<file path="src/inc/cfa_pkg.sv">
// Purpose: Shared constants and helpers for the pattern gain/offset slice
// Assumes: Register index times four gives the AXI4-Lite byte address
// Notes: Gain codes step by one eighth of a decibel, offsets are signed
package cfa_pkg;
    localparam int DATA_W = 32;
    localparam int ADDR_W = 32;
    localparam int REG_W = 8;
    localparam int IDX_W = 4;
    localparam int ADDR_LSB = 2;
    localparam int POS_W = 2;
    localparam int SEL_W = 2;
    localparam int NUM_PAIRS = 4;

    // Register indices, byte address is index shifted by ADDR_LSB
    localparam logic [IDX_W-1:0] IDX_GAIN0 = 4'h0;
    localparam logic [IDX_W-1:0] IDX_OFFSET0 = 4'h4;
    localparam logic [IDX_W-1:0] IDX_OFFSET3 = 4'h7;
    localparam logic [IDX_W-1:0] IDX_MAP0 = 4'h8;
    localparam logic [IDX_W-1:0] IDX_STATUS = 4'hf;
    localparam int NUM_REGS = 9;

    localparam logic [REG_W-1:0] REG_RESET = 8'h00;
    localparam logic [POS_W-1:0] POS_FIRST = 2'h0;
    localparam logic [POS_W-1:0] POS_ONE = 2'h1;
    localparam logic [POS_W-1:0] POS_THREE = 2'h3;

    // Status word layout
    localparam int STAT_POS_LSB = 0;
    localparam int STAT_SEL_LSB = 2;

    localparam logic [1:0] RESP_OKAY = 2'h0;
    localparam logic [1:0] RESP_SLVERR = 2'h2;

    // Two-bit pair select for one pattern position
    function automatic logic [SEL_W-1:0] pair_field(input logic [REG_W-1:0] map,
                                                    input logic [POS_W-1:0] pos);
        return map[{pos, 1'b0} +: SEL_W];
    endfunction : pair_field
endpackage : cfa_pkg

</file>
<file path="src/inc/step_if.sv">
// Purpose: Carries pixel stepping events and the current pair selection
// Assumes: All signals on core_clk
// Notes: step is a one-cycle pulse per pixel clock rising edge
`timescale 1ns/1ps
interface step_if;
    logic step;
    logic line_start;
    logic [cfa_pkg::POS_W-1:0] pos;
    logic [cfa_pkg::SEL_W-1:0] sel;

    modport sync (output step, output line_start);
    modport stepper (input step, input line_start, output pos, output sel);
    modport core (input step, input line_start, input pos, input sel);
endinterface : step_if

</file>
<file path="src/design/cfa_gain_offset_select.sv">
// Purpose: Gain/offset pair registers and line 0 pattern selection
// Assumes: AXI4-Lite master keeps one write and one read in flight
// Notes: Outputs update one core clock after a position change
//
// How it works
// - Index 7 holds signed offset for slot 3
// - Offset slot 3 read/write, resets to zero
// - Map fields give pair index per position
// - Position 3 uses map bits 7 to 6
// - Position 1 uses map bits 3 to 2
// - Gain registers hold 8-bit eighth-dB codes
//
// The AXI4-Lite interface to the registers was left to the implementer.
`timescale 1ns/1ps
module cfa_gain_offset_select (
    // Clock and reset
    input wire logic core_clk,
    input wire logic rstn,
    // AXI4-Lite write address
    input wire logic [cfa_pkg::ADDR_W-1:0] s_axi_awaddr,
    input wire logic s_axi_awvalid,
    output logic s_axi_awready,
    // AXI4-Lite write data
    input wire logic [cfa_pkg::DATA_W-1:0] s_axi_wdata,
    input wire logic [3:0] s_axi_wstrb,
    input wire logic s_axi_wvalid,
    output logic s_axi_wready,
    // AXI4-Lite write response
    output logic [1:0] s_axi_bresp,
    output logic s_axi_bvalid,
    input wire logic s_axi_bready,
    // AXI4-Lite read address
    input wire logic [cfa_pkg::ADDR_W-1:0] s_axi_araddr,
    input wire logic s_axi_arvalid,
    output logic s_axi_arready,
    // AXI4-Lite read data
    output logic [cfa_pkg::DATA_W-1:0] s_axi_rdata,
    output logic [1:0] s_axi_rresp,
    output logic s_axi_rvalid,
    input wire logic s_axi_rready,
    // Pixel timing pins
    input wire logic pix_clk_pin,
    input wire logic line_start_pin,
    // Amplifier controls
    output logic [cfa_pkg::REG_W-1:0] pga_gain,
    output logic [cfa_pkg::REG_W-1:0] pga_offset,
    output logic [cfa_pkg::SEL_W-1:0] active_pair
);
    step_if st ();

    logic [cfa_pkg::REG_W-1:0] regs [cfa_pkg::NUM_REGS];
    logic [cfa_pkg::ADDR_W-1:0] aw_addr;
    logic [cfa_pkg::DATA_W-1:0] w_data;
    logic [3:0] w_strb;

    // Decode: mapped word, storage or status
    function automatic logic is_store(input logic [cfa_pkg::ADDR_W-1:0] a);
        logic [cfa_pkg::IDX_W-1:0] idx;
        idx = a[cfa_pkg::ADDR_LSB +: cfa_pkg::IDX_W];
        return (a[cfa_pkg::ADDR_W-1:cfa_pkg::ADDR_LSB+cfa_pkg::IDX_W] == '0)
            && (idx <= cfa_pkg::IDX_MAP0);
    endfunction : is_store

    function automatic logic is_status(input logic [cfa_pkg::ADDR_W-1:0] a);
        return (a[cfa_pkg::ADDR_W-1:cfa_pkg::ADDR_LSB+cfa_pkg::IDX_W] == '0)
            && (a[cfa_pkg::ADDR_LSB +: cfa_pkg::IDX_W] == cfa_pkg::IDX_STATUS);
    endfunction : is_status

    // Write path
    wire wr_commit = !s_axi_awready && !s_axi_wready && !s_axi_bvalid;
    wire [cfa_pkg::IDX_W-1:0] wr_idx = aw_addr[cfa_pkg::ADDR_LSB +: cfa_pkg::IDX_W];
    wire wr_ok = is_store(aw_addr);
    wire wr_en = wr_commit && wr_ok && w_strb[0];

    // Read path
    wire ar_take = s_axi_arvalid && s_axi_arready;
    wire [cfa_pkg::IDX_W-1:0] rd_idx = s_axi_araddr[cfa_pkg::ADDR_LSB +: cfa_pkg::IDX_W];
    wire rd_store = is_store(s_axi_araddr);
    wire rd_status = is_status(s_axi_araddr);
    wire [cfa_pkg::REG_W-1:0] status_word = {4'h0, st.sel, st.pos};
    wire [cfa_pkg::REG_W-1:0] rd_byte = rd_store ? regs[rd_idx] : status_word;

    // Selected pair for the current position
    wire [cfa_pkg::IDX_W-1:0] gain_idx = cfa_pkg::IDX_GAIN0 + {2'h0, st.sel};
    wire [cfa_pkg::IDX_W-1:0] offs_idx = cfa_pkg::IDX_OFFSET0 + {2'h0, st.sel};

    pixel_sync u_sync (
        .core_clk(core_clk),
        .rstn(rstn),
        .pix_clk_pin(pix_clk_pin),
        .line_start_pin(line_start_pin),
        .ev(st.sync)
    );

    position_stepper u_step (
        .core_clk(core_clk),
        .rstn(rstn),
        .line0_map(regs[cfa_pkg::IDX_MAP0]),
        .st(st.stepper)
    );

    // Write channel handshakes, address and data in either order
    always_ff @(posedge core_clk) begin
        if (!rstn) begin
            s_axi_awready <= 1'b1;
            s_axi_wready <= 1'b1;
            s_axi_bvalid <= 1'b0;
            s_axi_bresp <= cfa_pkg::RESP_OKAY;
            aw_addr <= '0;
            w_data <= '0;
            w_strb <= 4'h0;
        end else begin
            if (s_axi_awvalid && s_axi_awready) begin
                aw_addr <= s_axi_awaddr;
                s_axi_awready <= 1'b0;
            end
            if (s_axi_wvalid && s_axi_wready) begin
                w_data <= s_axi_wdata;
                w_strb <= s_axi_wstrb;
                s_axi_wready <= 1'b0;
            end
            if (wr_commit) begin
                s_axi_bvalid <= 1'b1;
                s_axi_bresp <= wr_ok ? cfa_pkg::RESP_OKAY : cfa_pkg::RESP_SLVERR;
            end
            if (s_axi_bvalid && s_axi_bready) begin
                s_axi_bvalid <= 1'b0;
                s_axi_awready <= 1'b1;
                s_axi_wready <= 1'b1;
            end
        end
    end

    // Only byte lane 0 carries register data
    always_ff @(posedge core_clk) begin
        if (!rstn) begin
            for (int i = 0; i < cfa_pkg::NUM_REGS; i++) begin
                regs[i] <= cfa_pkg::REG_RESET;
            end
        end else if (wr_en) begin
            regs[wr_idx] <= w_data[cfa_pkg::REG_W-1:0];
        end
    end

    // Read channel, answer one cycle after the address is taken
    always_ff @(posedge core_clk) begin
        if (!rstn) begin
            s_axi_arready <= 1'b1;
            s_axi_rvalid <= 1'b0;
            s_axi_rdata <= '0;
            s_axi_rresp <= cfa_pkg::RESP_OKAY;
        end else begin
            if (ar_take) begin
                s_axi_arready <= 1'b0;
                s_axi_rvalid <= 1'b1;
                s_axi_rdata <= (rd_store || rd_status) ? {24'h0, rd_byte} : '0;
                s_axi_rresp <= (rd_store || rd_status) ? cfa_pkg::RESP_OKAY
                                                       : cfa_pkg::RESP_SLVERR;
            end
            if (s_axi_rvalid && s_axi_rready) begin
                s_axi_rvalid <= 1'b0;
                s_axi_arready <= 1'b1;
            end
        end
    end

    // Registered; a software write to the selected pair reaches the amplifier one core clock later, even mid-pixel
    always_ff @(posedge core_clk) begin
        if (!rstn) begin
            pga_gain <= cfa_pkg::REG_RESET;
            pga_offset <= cfa_pkg::REG_RESET;
            active_pair <= '0;
        end else begin
            pga_gain <= regs[gain_idx];
            pga_offset <= regs[offs_idx];
            active_pair <= st.sel;
        end
    end

    // Checks
    localparam logic [cfa_pkg::POS_W-1:0] POS_TWO = 2'h2;

    a_offset3_reset: assert property (@(posedge core_clk) disable iff (!rstn)
        $past(!rstn) |-> regs[cfa_pkg::IDX_OFFSET3] == cfa_pkg::REG_RESET)
        else $error("offset slot 3 not zero after reset");

    a_offset3_write: assert property (@(posedge core_clk) disable iff (!rstn)
        wr_en && wr_idx == cfa_pkg::IDX_OFFSET3
        |=> regs[cfa_pkg::IDX_OFFSET3] == $past(w_data[7:0]))
        else $error("offset slot 3 write lost");

    a_offset3_read: assert property (@(posedge core_clk) disable iff (!rstn)
        ar_take && rd_store && rd_idx == cfa_pkg::IDX_OFFSET3
        |=> s_axi_rvalid && s_axi_rdata == {24'h0, $past(regs[cfa_pkg::IDX_OFFSET3])})
        else $error("offset slot 3 readback wrong");

    // Past value, so a slot 3 write in the same cycle cannot trip it
    a_offset_applied: assert property (@(posedge core_clk) disable iff (!rstn)
        st.sel == 2'h3 && $stable(st.sel)
        |=> pga_offset == $past(regs[cfa_pkg::IDX_OFFSET3]))
        else $error("slot 3 offset not applied");

    a_pos3_pair: assert property (@(posedge core_clk) disable iff (!rstn)
        st.pos == cfa_pkg::POS_THREE
        |=> active_pair == $past(regs[cfa_pkg::IDX_MAP0][7:6]))
        else $error("position 3 pair wrong");

    a_pos1_pair: assert property (@(posedge core_clk) disable iff (!rstn)
        st.pos == cfa_pkg::POS_ONE
        |=> active_pair == $past(regs[cfa_pkg::IDX_MAP0][3:2]))
        else $error("position 1 pair wrong");

    a_pos2_pair: assert property (@(posedge core_clk) disable iff (!rstn)
        st.pos == POS_TWO
        |=> active_pair == $past(regs[cfa_pkg::IDX_MAP0][5:4]))
        else $error("position 2 pair wrong");

    a_pos0_pair: assert property (@(posedge core_clk) disable iff (!rstn)
        st.pos == cfa_pkg::POS_FIRST
        |=> active_pair == $past(regs[cfa_pkg::IDX_MAP0][1:0]))
        else $error("position 0 pair wrong");

    a_gain_follow: assert property (@(posedge core_clk) disable iff (!rstn)
        st.step ##1 (!st.step)[*2]
        |-> pga_gain == regs[cfa_pkg::IDX_GAIN0 + {2'h0, active_pair}])
        else $error("gain does not follow pair");

    a_offset_follow: assert property (@(posedge core_clk) disable iff (!rstn)
        st.step ##1 (!st.step)[*2]
        |-> pga_offset == regs[cfa_pkg::IDX_OFFSET0 + {2'h0, active_pair}])
        else $error("offset does not follow pair");

    a_step_advance: assert property (@(posedge core_clk) disable iff (!rstn)
        st.step && !st.line_start |=> st.pos == $past(st.pos) + cfa_pkg::POS_ONE)
        else $error("position did not advance");

    a_line_restart: assert property (@(posedge core_clk) disable iff (!rstn)
        st.step && st.line_start |=> st.pos == cfa_pkg::POS_FIRST)
        else $error("line start did not restart");

    a_pos_hold: assert property (@(posedge core_clk) disable iff (!rstn)
        !st.step |=> $stable(st.pos))
        else $error("position moved without step");

    a_step_pulse: assert property (@(posedge core_clk) disable iff (!rstn)
        st.step |=> !st.step)
        else $error("step pulse longer than one cycle");

    a_output_reset: assert property (@(posedge core_clk) disable iff (!rstn)
        $past(!rstn) |-> pga_gain == cfa_pkg::REG_RESET && pga_offset == cfa_pkg::REG_RESET)
        else $error("amplifier controls not cleared by reset");

    a_map_reset: assert property (@(posedge core_clk) disable iff (!rstn)
        $past(!rstn) |-> regs[cfa_pkg::IDX_MAP0] == cfa_pkg::REG_RESET)
        else $error("pattern map not zero after reset");

    a_status_read: assert property (@(posedge core_clk) disable iff (!rstn)
        ar_take && rd_status
        |=> s_axi_rdata == {24'h0, 4'h0, $past(st.sel), $past(st.pos)})
        else $error("status word wrong");

    // Bus side: answers, refusals and release
    a_write_answer: assert property (@(posedge core_clk) disable iff (!rstn)
        wr_commit |=> s_axi_bvalid)
        else $error("write not answered");

    a_commit_once: assert property (@(posedge core_clk) disable iff (!rstn)
        wr_commit |=> !wr_commit)
        else $error("write committed twice");

    a_write_error: assert property (@(posedge core_clk) disable iff (!rstn)
        wr_commit && !wr_ok
        |=> s_axi_bresp == cfa_pkg::RESP_SLVERR && $stable(regs[cfa_pkg::IDX_OFFSET3]))
        else $error("unmapped write not refused");

    a_lane_off: assert property (@(posedge core_clk) disable iff (!rstn)
        wr_commit && wr_ok && !w_strb[0]
        |=> s_axi_bresp == cfa_pkg::RESP_OKAY && $stable(regs[wr_idx]))
        else $error("write without lane 0 changed a register");

    a_write_block: assert property (@(posedge core_clk) disable iff (!rstn)
        s_axi_bvalid |-> !s_axi_awready && !s_axi_wready)
        else $error("write taken while answer pending");

    a_write_release: assert property (@(posedge core_clk) disable iff (!rstn)
        s_axi_bvalid && s_axi_bready
        |=> !s_axi_bvalid && s_axi_awready && s_axi_wready)
        else $error("write channel not released");

    a_read_answer: assert property (@(posedge core_clk) disable iff (!rstn)
        ar_take |=> s_axi_rvalid && !s_axi_arready)
        else $error("read not answered");

    a_read_error: assert property (@(posedge core_clk) disable iff (!rstn)
        ar_take && !rd_store && !rd_status
        |=> s_axi_rresp == cfa_pkg::RESP_SLVERR && s_axi_rdata == '0)
        else $error("unmapped read not refused");

    a_read_upper: assert property (@(posedge core_clk) disable iff (!rstn)
        s_axi_rvalid |-> s_axi_rdata[cfa_pkg::DATA_W-1:cfa_pkg::REG_W] == '0)
        else $error("read data upper bits not zero");

    a_read_block: assert property (@(posedge core_clk) disable iff (!rstn)
        s_axi_rvalid |-> !s_axi_arready)
        else $error("read taken while answer pending");

    a_read_release: assert property (@(posedge core_clk) disable iff (!rstn)
        s_axi_rvalid && s_axi_rready |=> !s_axi_rvalid && s_axi_arready)
        else $error("read channel not released");

    c_full_pattern: cover property (@(posedge core_clk) disable iff (!rstn)
        st.pos == cfa_pkg::POS_THREE && st.step ##1 st.pos == cfa_pkg::POS_FIRST);
    c_offset3_write: cover property (@(posedge core_clk) disable iff (!rstn)
        wr_en && wr_idx == cfa_pkg::IDX_OFFSET3);
    c_map_write: cover property (@(posedge core_clk) disable iff (!rstn)
        wr_en && wr_idx == cfa_pkg::IDX_MAP0);
    c_bad_read: cover property (@(posedge core_clk) disable iff (!rstn)
        ar_take && !rd_store && !rd_status);
    c_status_read: cover property (@(posedge core_clk) disable iff (!rstn)
        ar_take && rd_status);
endmodule : cfa_gain_offset_select

</file>
<file path="src/design/pixel_sync.sv">
// Purpose: Brings the pixel clock and line start pins into core_clk
// Assumes: Pixel clock slower than half of core_clk
// Notes: Edge taken between second and third stage, never the first
`timescale 1ns/1ps
module pixel_sync (
    // Clock and reset
    input wire logic core_clk,
    input wire logic rstn,
    // Pins
    input wire logic pix_clk_pin,
    input wire logic line_start_pin,
    // Events
    step_if.sync ev
);
    logic [2:0] pix_pipe;
    logic [1:0] line_pipe;

    always_ff @(posedge core_clk) begin
        if (!rstn) begin
            pix_pipe <= 3'h0;
            line_pipe <= 2'h0;
        end else begin
            pix_pipe <= {pix_pipe[1:0], pix_clk_pin};
            line_pipe <= {line_pipe[0], line_start_pin};
        end
    end

    assign ev.step = pix_pipe[1] & ~pix_pipe[2];
    assign ev.line_start = line_pipe[1];
endmodule : pixel_sync

</file>
<file path="src/design/position_stepper.sv">
// Purpose: Tracks the pixel position within pattern line 0
// Assumes: Line 0 pattern repeats every four positions
// Notes: Line start on a step restarts at position 0
`timescale 1ns/1ps
module position_stepper (
    // Clock and reset
    input wire logic core_clk,
    input wire logic rstn,
    // Pattern map
    input wire logic [cfa_pkg::REG_W-1:0] line0_map,
    // Events and selection
    step_if.stepper st
);
    logic [cfa_pkg::POS_W-1:0] pos;
    logic [cfa_pkg::POS_W-1:0] next_pos;

    assign next_pos = st.line_start ? cfa_pkg::POS_FIRST : pos + cfa_pkg::POS_ONE;

    always_ff @(posedge core_clk) begin
        if (!rstn) begin
            pos <= cfa_pkg::POS_FIRST;
        end else if (st.step) begin
            pos <= next_pos;
        end
    end

    assign st.pos = pos;
    assign st.sel = cfa_pkg::pair_field(line0_map, pos);
endmodule : position_stepper

</file>
<file path="config.mk">
export PLATFORM = sky130hd
export DESIGN_NAME = cfa_gain_offset_select
export DESIGN_NICKNAME = d
export VERILOG_FILES = /design/src/inc/cfa_pkg.sv /design/src/inc/step_if.sv /design/src/design/cfa_gain_offset_select.sv /design/src/design/pixel_sync.sv /design/src/design/position_stepper.sv
export SDC_FILE = /design/constraint.sdc
export NUM_CORES = 1
export LEC_CHECK = 0
export ABC_AREA = 1
export BUFFER_PORTS_ARGS = -buffer_cell sky130_fd_sc_hd__buf_4
export CAP_MARGIN = 20
export CORE_MARGIN = 2
export CORE_UTILIZATION = 52
export CTS_BUF_LIST = sky130_fd_sc_hd__clkbuf_2 sky130_fd_sc_hd__clkbuf_4 sky130_fd_sc_hd__clkbuf_8
export CTS_CLUSTER_SIZE = 25
export DETAILED_ROUTE_END_ITERATION = 8
export PLACE_DENSITY = 0.87
export SLEW_MARGIN = 20
export SYNTH_ARGS = -nofsm -noshare
export SYNTH_HDL_FRONTEND = slang
export SYNTH_SLANG_ARGS = --single-unit
</file>
<file path="constraint.sdc">
create_clock -name core_clk -period 1.7 [get_ports core_clk]
set_input_delay 0.17 -clock core_clk [delete_from_list [all_inputs] [get_ports core_clk]]
set_output_delay 0.17 -clock core_clk [all_outputs]
set_load 0.03 [all_outputs]
</file>
* Yosys cells after proc, flatten, opt, wreduce, memory -nomap -nowiden *
Memory sizes are Yosys's and may differ from the RTL's. A register that Yosys moved wholly into a read port is not among the register bits.
Cells that the tools add are included.

operators by class
  $add $sub $neg = 2
  order comparisons = 2
  eq/ne operators = 1
  shifts and indexed selects = 1
  multiplexer cells = 12
  bitwise operators = 3
  reduce and logical (&&, ||, !) cells = 23

operators with widths
  operator               number
  $logic_not A26 Y1      2
  $mux W8                3
  $logic_and A1 B1 Y1    12
  $le A4 B4 Y1 const B   2
  $reduce_or A8 Y1       1
  $shiftx A8 B4 Y2       1
  $mux W2                3
  $logic_not A1 Y1       5
  $mux W1                5
  $add A3 B2 Y4 const A  1
  $eq A4 B4 Y1 const B   1
  $mux W4                1
  $reduce_or A2 Y1       2
  $add A2 B1 Y2 const B  1
  $not A1 Y1             2
  $and A1 B1 Y1          1
  $logic_or A1 B1 Y1     1

storage, ports and cells
  register bits = 91
  RAM bits = 72
  bits of input ports = 109
  output and inout bits = 59
  logic and storage cells = 60
  memories = 1

memory list
  name  depth  bits a word  read ports  clocked after Yosys merged registers in  wr ports  RTL line                      text
  regs  9      8            4           2                                        9         cfa_gain_offset_select.sv:51  logic [cfa_pkg::REG_W-1:0] regs [cfa_pkg::NUM_REGS];

* Longest topological paths before layout *
Gate-level depths: netlist (run 1).

  depth in word-level cells = 10
  mapped depth = 12
  mapped depth without buffers = 11

* Cells and area by module *
A second synthesis (run 1) with hierarchy kept.

unflattened totals
  cell total of the unflattened synthesis = 1038
  area, all modules = 9258.9 sq um

modules (own cells, without submodules)
  module                  times used  cells an instance  area an instance (sq um)
  cfa_gain_offset_select  1           985                8922.3
  position_stepper        1           36                 191.4
  pixel_sync              1           17                 145.1

* Least setup slack after synthesis (run 1) *
Ideal clock, no wire load.

  path kind = register -> register
  start = register s_axi_wready
  end = memory regs[0][0] in the netlist's numbering, enable pin
  arrival = 1525 ps
  path slack = -154 ps
  cell stages (with the launch flop) = 9
  buffers on the path = 1
  period minus slack after synthesis = 1854 ps
  path through = dfxtp_1 -> inv_2 -> nand3_2 -> nor2_1 -> nand2_1 -> nor3_2 -> buf_6 -> nand4_4 -> nand2_1

RTL lines
  element                 RTL line                       text
  start, declared         cfa_gain_offset_select.sv:27   output logic s_axi_wready,
  start signal, assigned  cfa_gain_offset_select.sv:106  s_axi_wready <= 1'b1;
  start signal, assigned  cfa_gain_offset_select.sv:120  s_axi_wready <= 1'b0;
  start signal, assigned  cfa_gain_offset_select.sv:129  s_axi_wready <= 1'b1;
  end, declared           cfa_gain_offset_select.sv:51

==> results of run 1 <==
## Yosys cell counts
master    instances  area, µm²
buf_4            35      262.8
nand3_1          71      355.3
buf_2            17      85.08
nor2_4            2      22.52
inv_1            44      165.2
a21boi_0          1      7.510
o21bai_1          1      7.510
o211ai_1         20      150.1
o21ai_0          67      335.3
clkinv_1         10      37.54
buf_6             4      45.04
a21oi_2           1      8.760
nand3_2           1      10.01
conb_1            1      3.750
inv_2            11      41.29
or2_2             4      25.02
nor3_4            1      16.27
nand4_2           1      12.51
clkinv_2          1      5.000
dfxtp_1          79       1582
nand2_1         213      799.5
o22ai_1           6      37.54
edfxtp_1        128       3844
o211a_1           1      10.01
nor2_1          196      735.7
nand3b_1          1      7.510
nand4_4           8      170.2
nor3_1            3      15.01
o21ai_1          20      100.1
a21oi_1          43      215.2
nand2_2           2      12.51
o21a_1            1      7.510
nor3_2            1      10.01
clkbuf_1         15      56.30
## worst register-to-register path, stage by stage, from the launching register on
cell	delay, ns
dfxtp_1	0.32
nor2_1	0.10
nand2_1	0.07
nor3_2	0.18
nand3_2	0.12
nor3_4	0.26
buf_12	0.18
nand4_4	0.13
buf_12	0.21
nor2_1	0.13
## metrics by stage
stage | hold slack [ns] | total power [mW]
floorplan | 0.2628 | 6.790
global placement | 0.3635 | 7.241
detailed placement | 0.3604 | 7.293
CTS | 0.002718 | 11.57
global route | 0.04891 | 12.18
finish | 0.02148 | 11.80
## flip-flops by register name, summed over array words and instances, names as in the netlist, 2 cells and up
register and flops:
u_sync.line_pipe 2, pga_offset 8, u_step.st.pos 2, u_sync.pix_pipe 3, regs 128, active_pair 2, pga_gain 8, w_data 8
s_axi_rdata 8, aw_addr 30
## power breakdown
part | total [mW] | switching [mW] | internal, mW
Clock | 4.34 | 1.94 | 2.40
Combinational | 1.66 | 1.07 | 0.592
Sequential | 5.80 | 0.162 | 5.64
## worst min path at each step
| stage | end | startpoint | slack, ns |
|---|---|---|---|
| finish | w_strb[0]$_SDFFE_PN0P_ | rstn | 0.02 |
| global route | w_strb[0]$_SDFFE_PN0P_ | rstn | 0.05 |
| CTS | w_strb[0]$_SDFFE_PN0P_ | rstn | 0.003 |
| detailed placement | s_axi_awready$_SDFFE_PP1P_ | s_axi_awvalid | 0.36 |
| global placement | s_axi_awready$_SDFFE_PP1P_ | s_axi_awvalid | 0.36 |
| floorplan | s_axi_awready$_SDFFE_PP1P_ | s_axi_awvalid | 0.26 |
## what timing repair did
item | 4_1_cts | 5_1_grt
setup endpoints to repair | 140 | 152
buffers inserted | 1 | 2
resized for setup | 34 | 126
cloned | 1 | 0
hold buffers | 47 | 0
pin swaps | 6 | 12
hold endpoints to repair | 46 | 0
## layout make-up
cell class / instances / area (µm²) / area share
timing repair buffer: 204 / 1859 / 0.1500
inverter: 66 / 256.5 / 0.02069
clock buffer: 50 / 606.8 / 0.04896
clock inverter: 7 / 58.81 / 0.004745
tap: 225 / 281.5 / 0.02271
multi-input combinational: 747 / 3894 / 0.3142
sequential: 207 / 5438 / 0.4387
## cells in the final DEF, fill, tap and decap left out, drive strengths merged, types with 4 or more instances in the layout
cell type,n
a21oi,44
buf,157
clkbuf,50
clkinv,17
conb,82
dfxtp,79
dlygate4sd3,47
edfxtp,128
inv,55
nand2,215
nand3,72
nand4,9
nor2,198
nor3,5
o211ai,20
o21ai,87
o22ai,6
or2,4
## per-layer routing
| layer | up-vias | global-route usage | wire [µm] |
|---|---|---|---|
| li1 | 3774 | - | - |
| met1 | 3783 | 0.3039 | 9419 |
| met2 | 602 | 0.4804 | 13560 |
| met3 | 115 | 0.05852 | 3120 |
| met4 | 0 | 0.1117 | 1442 |
| met5 | - | 0 | 0 |
## logic make-up (layout without fill, tap and decap cells)
group / count (synthesis) / after routing / share of synthesized area
flip-flops: 207 / 207 / 0.5898
AO/OA/AOI/OAI: 161 / 161 / 0.09562
AND/OR/NAND/NOR: 504 / 504 / 0.2383
buffers and inverters: 137 / 327 / 0.07590
other: 1 / 82 / 0.0004077
==> results.md, run 1 <==
- Placed insts: 1399
- Layout net count: 1366
- CP Max Fanout: 8
- Seq/Total Area, Yosys: 0.5898
- Synth warnings: 0
- Power per cell area: 952.3 nW/µm²
- Grt total ovfl: 0
- Layout area overhead: 34.74%
- Clk root buf: clkbuf_8
- CP max stage cell: dfxtp_1
- Clk buf depth: 3
- TritonCTS sink count: 207
- Reg clk slew, reported paths: 0.07 ns
- Final setup viols: 144
- Via density: 5.494
- Unique cell type count in the Yosys netlist: 34
- Worst flop-to-flop path endpoint: regs[4][7]$_SDFFCE_PN0P_
- Fmax achieved: 537.9 MHz
- Final HPWL DP: 15.83 mm
- Vias in the first global route: 7761
- Total core area: 17300 µm²
- Initial antenna violation count: 0
- Delay-heaviest family, CP: simple AND/OR/NAND/NOR gates
- Routability congestion estimate from global placement: 0.8960
- Die W: 137.0 µm
- Measured slew at the worst slew-check pin: 0.8499 ns
- Die area: 18770 µm²
- Syn avg cell area: 9.108 µm²
- Hold path depth: 3
- Worst hold path class: input pin to flop
- R2R depth: 9
- Worst skew pair latency: 0.57 ns
- Row count: 48
- Crit path cell chain: nor2_1, nand2_1, nor3_2, nand3_2, nor3_4, buf_12, nand4_4, buf_12, nor2_1
- Final Core Density: 0.7166
- Mapped Cells: 1010
- CP peak stage delay: 0.32 ns
- Period utilization: 1.094
- Avg WL per Cell: 18.29 µm
- Final Hold Viols: 0
- First-pass GRT wire length: 38.53 mm
- Initial Util: 0.5318
- Total wire length: 27.54 mm
- Register bit count reported by yosys: 207
- Leakage: 5.126 nW
- Iteration-0 DRC Markers: 909
- Via count: 8274
- Maximum vdd drop: 0.0006713 V
- I/O Buffers: 110
- Buf/Inv on CP: 2
- CTS tree: built
- Critical path endpoint: regs[4][7]$_SDFFCE_PN0P_
- Dpl cell area: 10650 µm²
- Largest net degree at the start of global routing: 41
- Crit path launch: aw_addr[7]$_SDFFE_PN0P_
- CTS Buf Count: 31
- ANT nets after route: 0
- Setup TNS: -14.35 ns
- Fillers: 1152
- Violated checks: negative setup slack
- Slew HR: 0.4299
- Final std cells w/o fill: 1506
- Mapped cell area: 9199 µm²
- RSZ-0062 raised after global routing: true
- GRT Total Usage: 0.2665
- Fin Clk Skew: 0.02688 ns
- WS Path Type: flop to flop
- Layout cells sized above 1: 0.2600
- Clock H-tree levels: 1
- Ant diodes: 0
- Final Critical Period: 1.859 ns
- Post-place setup slack: -0.08755 ns
- Design Area, Final: 12390 µm²
- Slew Limit Fails: 0
- DR pass1 iterations: 6
- Crit path depth: 9
- Worst reg2reg startpoint: aw_addr[7]$_SDFFE_PN0P_
- Critical Path End Type: flop
- Status: finished, violations left
- Final WS setup: -0.1592 ns
- WP data required: 2.08 ns
- Chip Height: 137.0 µm
- R2R setup slack: -0.16 ns
- Drt drc: 0
- MaxCap Viol Count: 0
- I/O pin count: 168
- Startpoint types: flop
- CP arrival: 2.24 ns
(Power assumes the default switching activity.)
==> inputs of run 2 (changes only) <==
--- a/config.mk
+++ b/config.mk
@@ -8,12 +8,12 @@
 export ABC_AREA = 1
 export BUFFER_PORTS_ARGS = -buffer_cell sky130_fd_sc_hd__buf_4
 export CAP_MARGIN = 20
-export CORE_MARGIN = 2
-export CORE_UTILIZATION = 52
+export CORE_MARGIN = 5
+export CORE_UTILIZATION = 45
 export CTS_BUF_LIST = sky130_fd_sc_hd__clkbuf_2 sky130_fd_sc_hd__clkbuf_4 sky130_fd_sc_hd__clkbuf_8
 export CTS_CLUSTER_SIZE = 25
 export DETAILED_ROUTE_END_ITERATION = 8
-export PLACE_DENSITY = 0.87
+export PLACE_DENSITY = 0.78
 export SLEW_MARGIN = 20
 export SYNTH_ARGS = -nofsm -noshare
 export SYNTH_HDL_FRONTEND = slang
==> results.md, run 2 (synthesis gave the netlist of run 1 again) <==
- Violated checks: negative setup slack
- Status: finished, violations left
- Critical Path End Type: flop
- Worst skew pair latency: 0.53 ns
- P_int: 9.025 mW
- TritonCTS sink count: 207
- Switching part of the total power: 0.2602
- Clk buf depth: 3
- GRT Total Usage: 0.2051
- Total wire length: 25.06 mm
- Avg WL per Cell: 16.08 µm
- WS Path Type: flop to flop
- CTS tree: built
- Psw: 3.175 mW
- Period utilization: 1.075
- Worst reg2reg startpoint: aw_addr[10]$_SDFFE_PN0P_
- CP arrival: 2.19 ns
- I/O Buffers: 110
- Reg area: 5438 µm²
- Biggest register: regs
- Reg clk slew, reported paths: 0.06 ns
- Critical path endpoint: regs[2][0]$_SDFFCE_PN0P_
- Final Core Density: 0.6138
- Via density: 5.121
- Final HPWL DP: 15.55 mm
- Slew Limit Fails: 0
- Fillers: 1587
- Dpl cell area: 10690 µm²
- Leading cell types in the layout, fill and taps excluded: nand2_1, nor2_1, buf_4, edfxtp_1, conb_1
- I/O pin count: 168
- Worst flop-to-flop path endpoint: regs[2][0]$_SDFFCE_PN0P_
- Power per cell area: 985.4 nW/µm²
- Crit path launch: aw_addr[10]$_SDFFE_PN0P_
- Initial antenna violation count: 0
- GR Layer Usage met2: 0.3557
- Die W: 153.0 µm
- Fin Clk Skew: 0.01592 ns
- CTS Buf Count: 36
- DR pass1 iterations: 7
- Final std cells w/o fill: 1559
- Iteration-0 DRC Markers: 670
- CP Max Fanout: 8
- Placed insts: 1441
- CP peak stage delay: 0.32 ns
- Final WS setup: -0.1278 ns
- Sequential Power Share: 0.474
- Met3 Use GR: 0.05202
- Layout net count: 1370
- Largest net degree at the start of global routing: 37
- Die area: 23400 µm²
- Vias in the first global route: 7918
- Most common cell after layout, fill and taps aside: nand2_1
- Clock H-tree levels: 2
- MaxCap Viol Count: 0
- Layout cells sized above 1: 0.2475
- Fmax achieved: 547.1 MHz
- R2R setup slack: -0.13 ns
- CP max stage cell: dfxtp_2
- Crit path cell chain: nor2_2, nand2_1, nor3_2, nand3_2, nor3_4, buf_6, nand4_4, buf_8, nor2_1
- Clk pwr share: 0.394
- Post-place setup slack: -0.05048 ns
- R2R depth: 9
- ANT nets after route: 0
- Largest regs: regs x128, aw_addr x30
- Worst hold path class: input pin to flop
- Startpoint types: flop
- Measured slew at the worst slew-check pin: 0.7237 ns
- Area taken by multi-input logic gates: 3769 µm²
- Initial Util: 0.4561
- RSZ-0062 raised after global routing: true
- Slew HR: 0.5170
- Grt total ovfl: 0
- First-pass GRT wire length: 39.30 mm
- Via count: 7984
- Final Hold Viols: 0
- Final Critical Period: 1.828 ns
- Maximum vdd drop: 0.0006194 V
- Number of flip-flops in the largest register: 128
- GRT Max-Usage Layer: met2
- Routability congestion estimate from global placement: 0.8840
- Final setup viols: 137
- Chip Height: 153.0 µm
- Row count: 52
- Met1 track demand over resource: 0.2513
- Leakage: 5.156 nW
- Design Area, Final: 12380 µm²
- Clk root buf: clkbuf_8
- WP data required: 2.06 ns
- Ant diodes: 0
- Combinational Power Share: 0.132
- Layout area overhead: 34.59%
- Total core area: 20170 µm²
- Drt drc: 0
## run 2: cell types whose count changed in the layout (fill, tap and decap cells not counted), moves of 2 or more
cell / previous run / this run
dfxtp_1: 71 / 69
nor2_4: 52 / 24
buf_6: 4 / 6
clkbuf_8: 37 / 41
buf_12: 15 / 9
buf_8: 1 / 4
nor2_2: 13 / 23
dlygate4sd3_1: 47 / 50
buf_4: 137 / 134
dfxtp_2: 7 / 10
nand2_8: 1 / 8
clkinv_1: 11 / 14
nand2_4: 8 / 1
nor2_1: 133 / 151
## run 2: area by class of cell
class                      count  share of cell area
clock buffer                  53             0.05286
clock inverter                13            0.009197
inverter                      66             0.02052
multi-input combinational    747              0.3044
sequential                   207              0.4392
tap                          270             0.02729
timing repair buffer         203              0.1465
## run 2: critical path: cells and delay by family, from the launching register on
kind	cells	cell delay, ns
and+or+nand+nor	7	0.95
DFF	1	0.32
buffers and inverters	2	0.39
## run 2: power by group through the flow
stage          combinational (mW)  sequential, mW  clock (mW)
2_1_floorplan               0.843            5.95           0
3_3_place_gp                 1.38            5.87           0
3_5_place_dp                 1.41            5.88           0
4_1_cts                      1.53            5.78        4.88
5_1_grt                      1.75            5.82        5.11
6_report                     1.61            5.79        4.80
## run 2: how the worst min path moves through the flow
stage	startpoint	slack, ns	to	cells past startpoint
floorplan	s_axi_awvalid	0.26	s_axi_awready$_SDFFE_PP1P_	1
global placement	s_axi_awvalid	0.36	s_axi_awready$_SDFFE_PP1P_	2
detailed placement	pix_clk_pin	0.36	u_sync.pix_pipe[0]$_SDFF_PN0_	3
CTS	s_axi_wdata[0]	0.009	w_data[0]$_SDFFE_PN0P_	3
global route	s_axi_wdata[0]	0.05	w_data[0]$_SDFFE_PN0P_	3
finish	s_axi_wdata[0]	0.01	w_data[0]$_SDFFE_PN0P_	3
## run 2: per-stage QoR
step           power (mW)  setup TNS (ns)  hold slack (ns)
3_3_place_gp        7.251          -1.678           0.3605
3_5_place_dp        7.293          -2.801           0.3646
2_1_floorplan       6.790               0           0.2628
6_report            12.20          -7.707          0.01006
4_1_cts             12.19          -3.056         0.009415
5_1_grt             12.68          -25.63          0.04530
## run 2: repair_timing
item	CTS	global route
cloned	1	0
endpoints found under the hold margin	46	0
hold buffers	50	0
setup buffers	2	1
pin swaps	7	14
resized for setup	38	76
endpoints found under the setup margin	139	152
## run 2: routing by layer
| layer | wire length, µm | share of wire |
|---|---|---|
| met5 | 0 | 0 |
| met3 | 2663 | 0.11 |
| met2 | 12450 | 0.50 |
| met1 | 9334 | 0.37 |
| met4 | 618 | 0.025 |
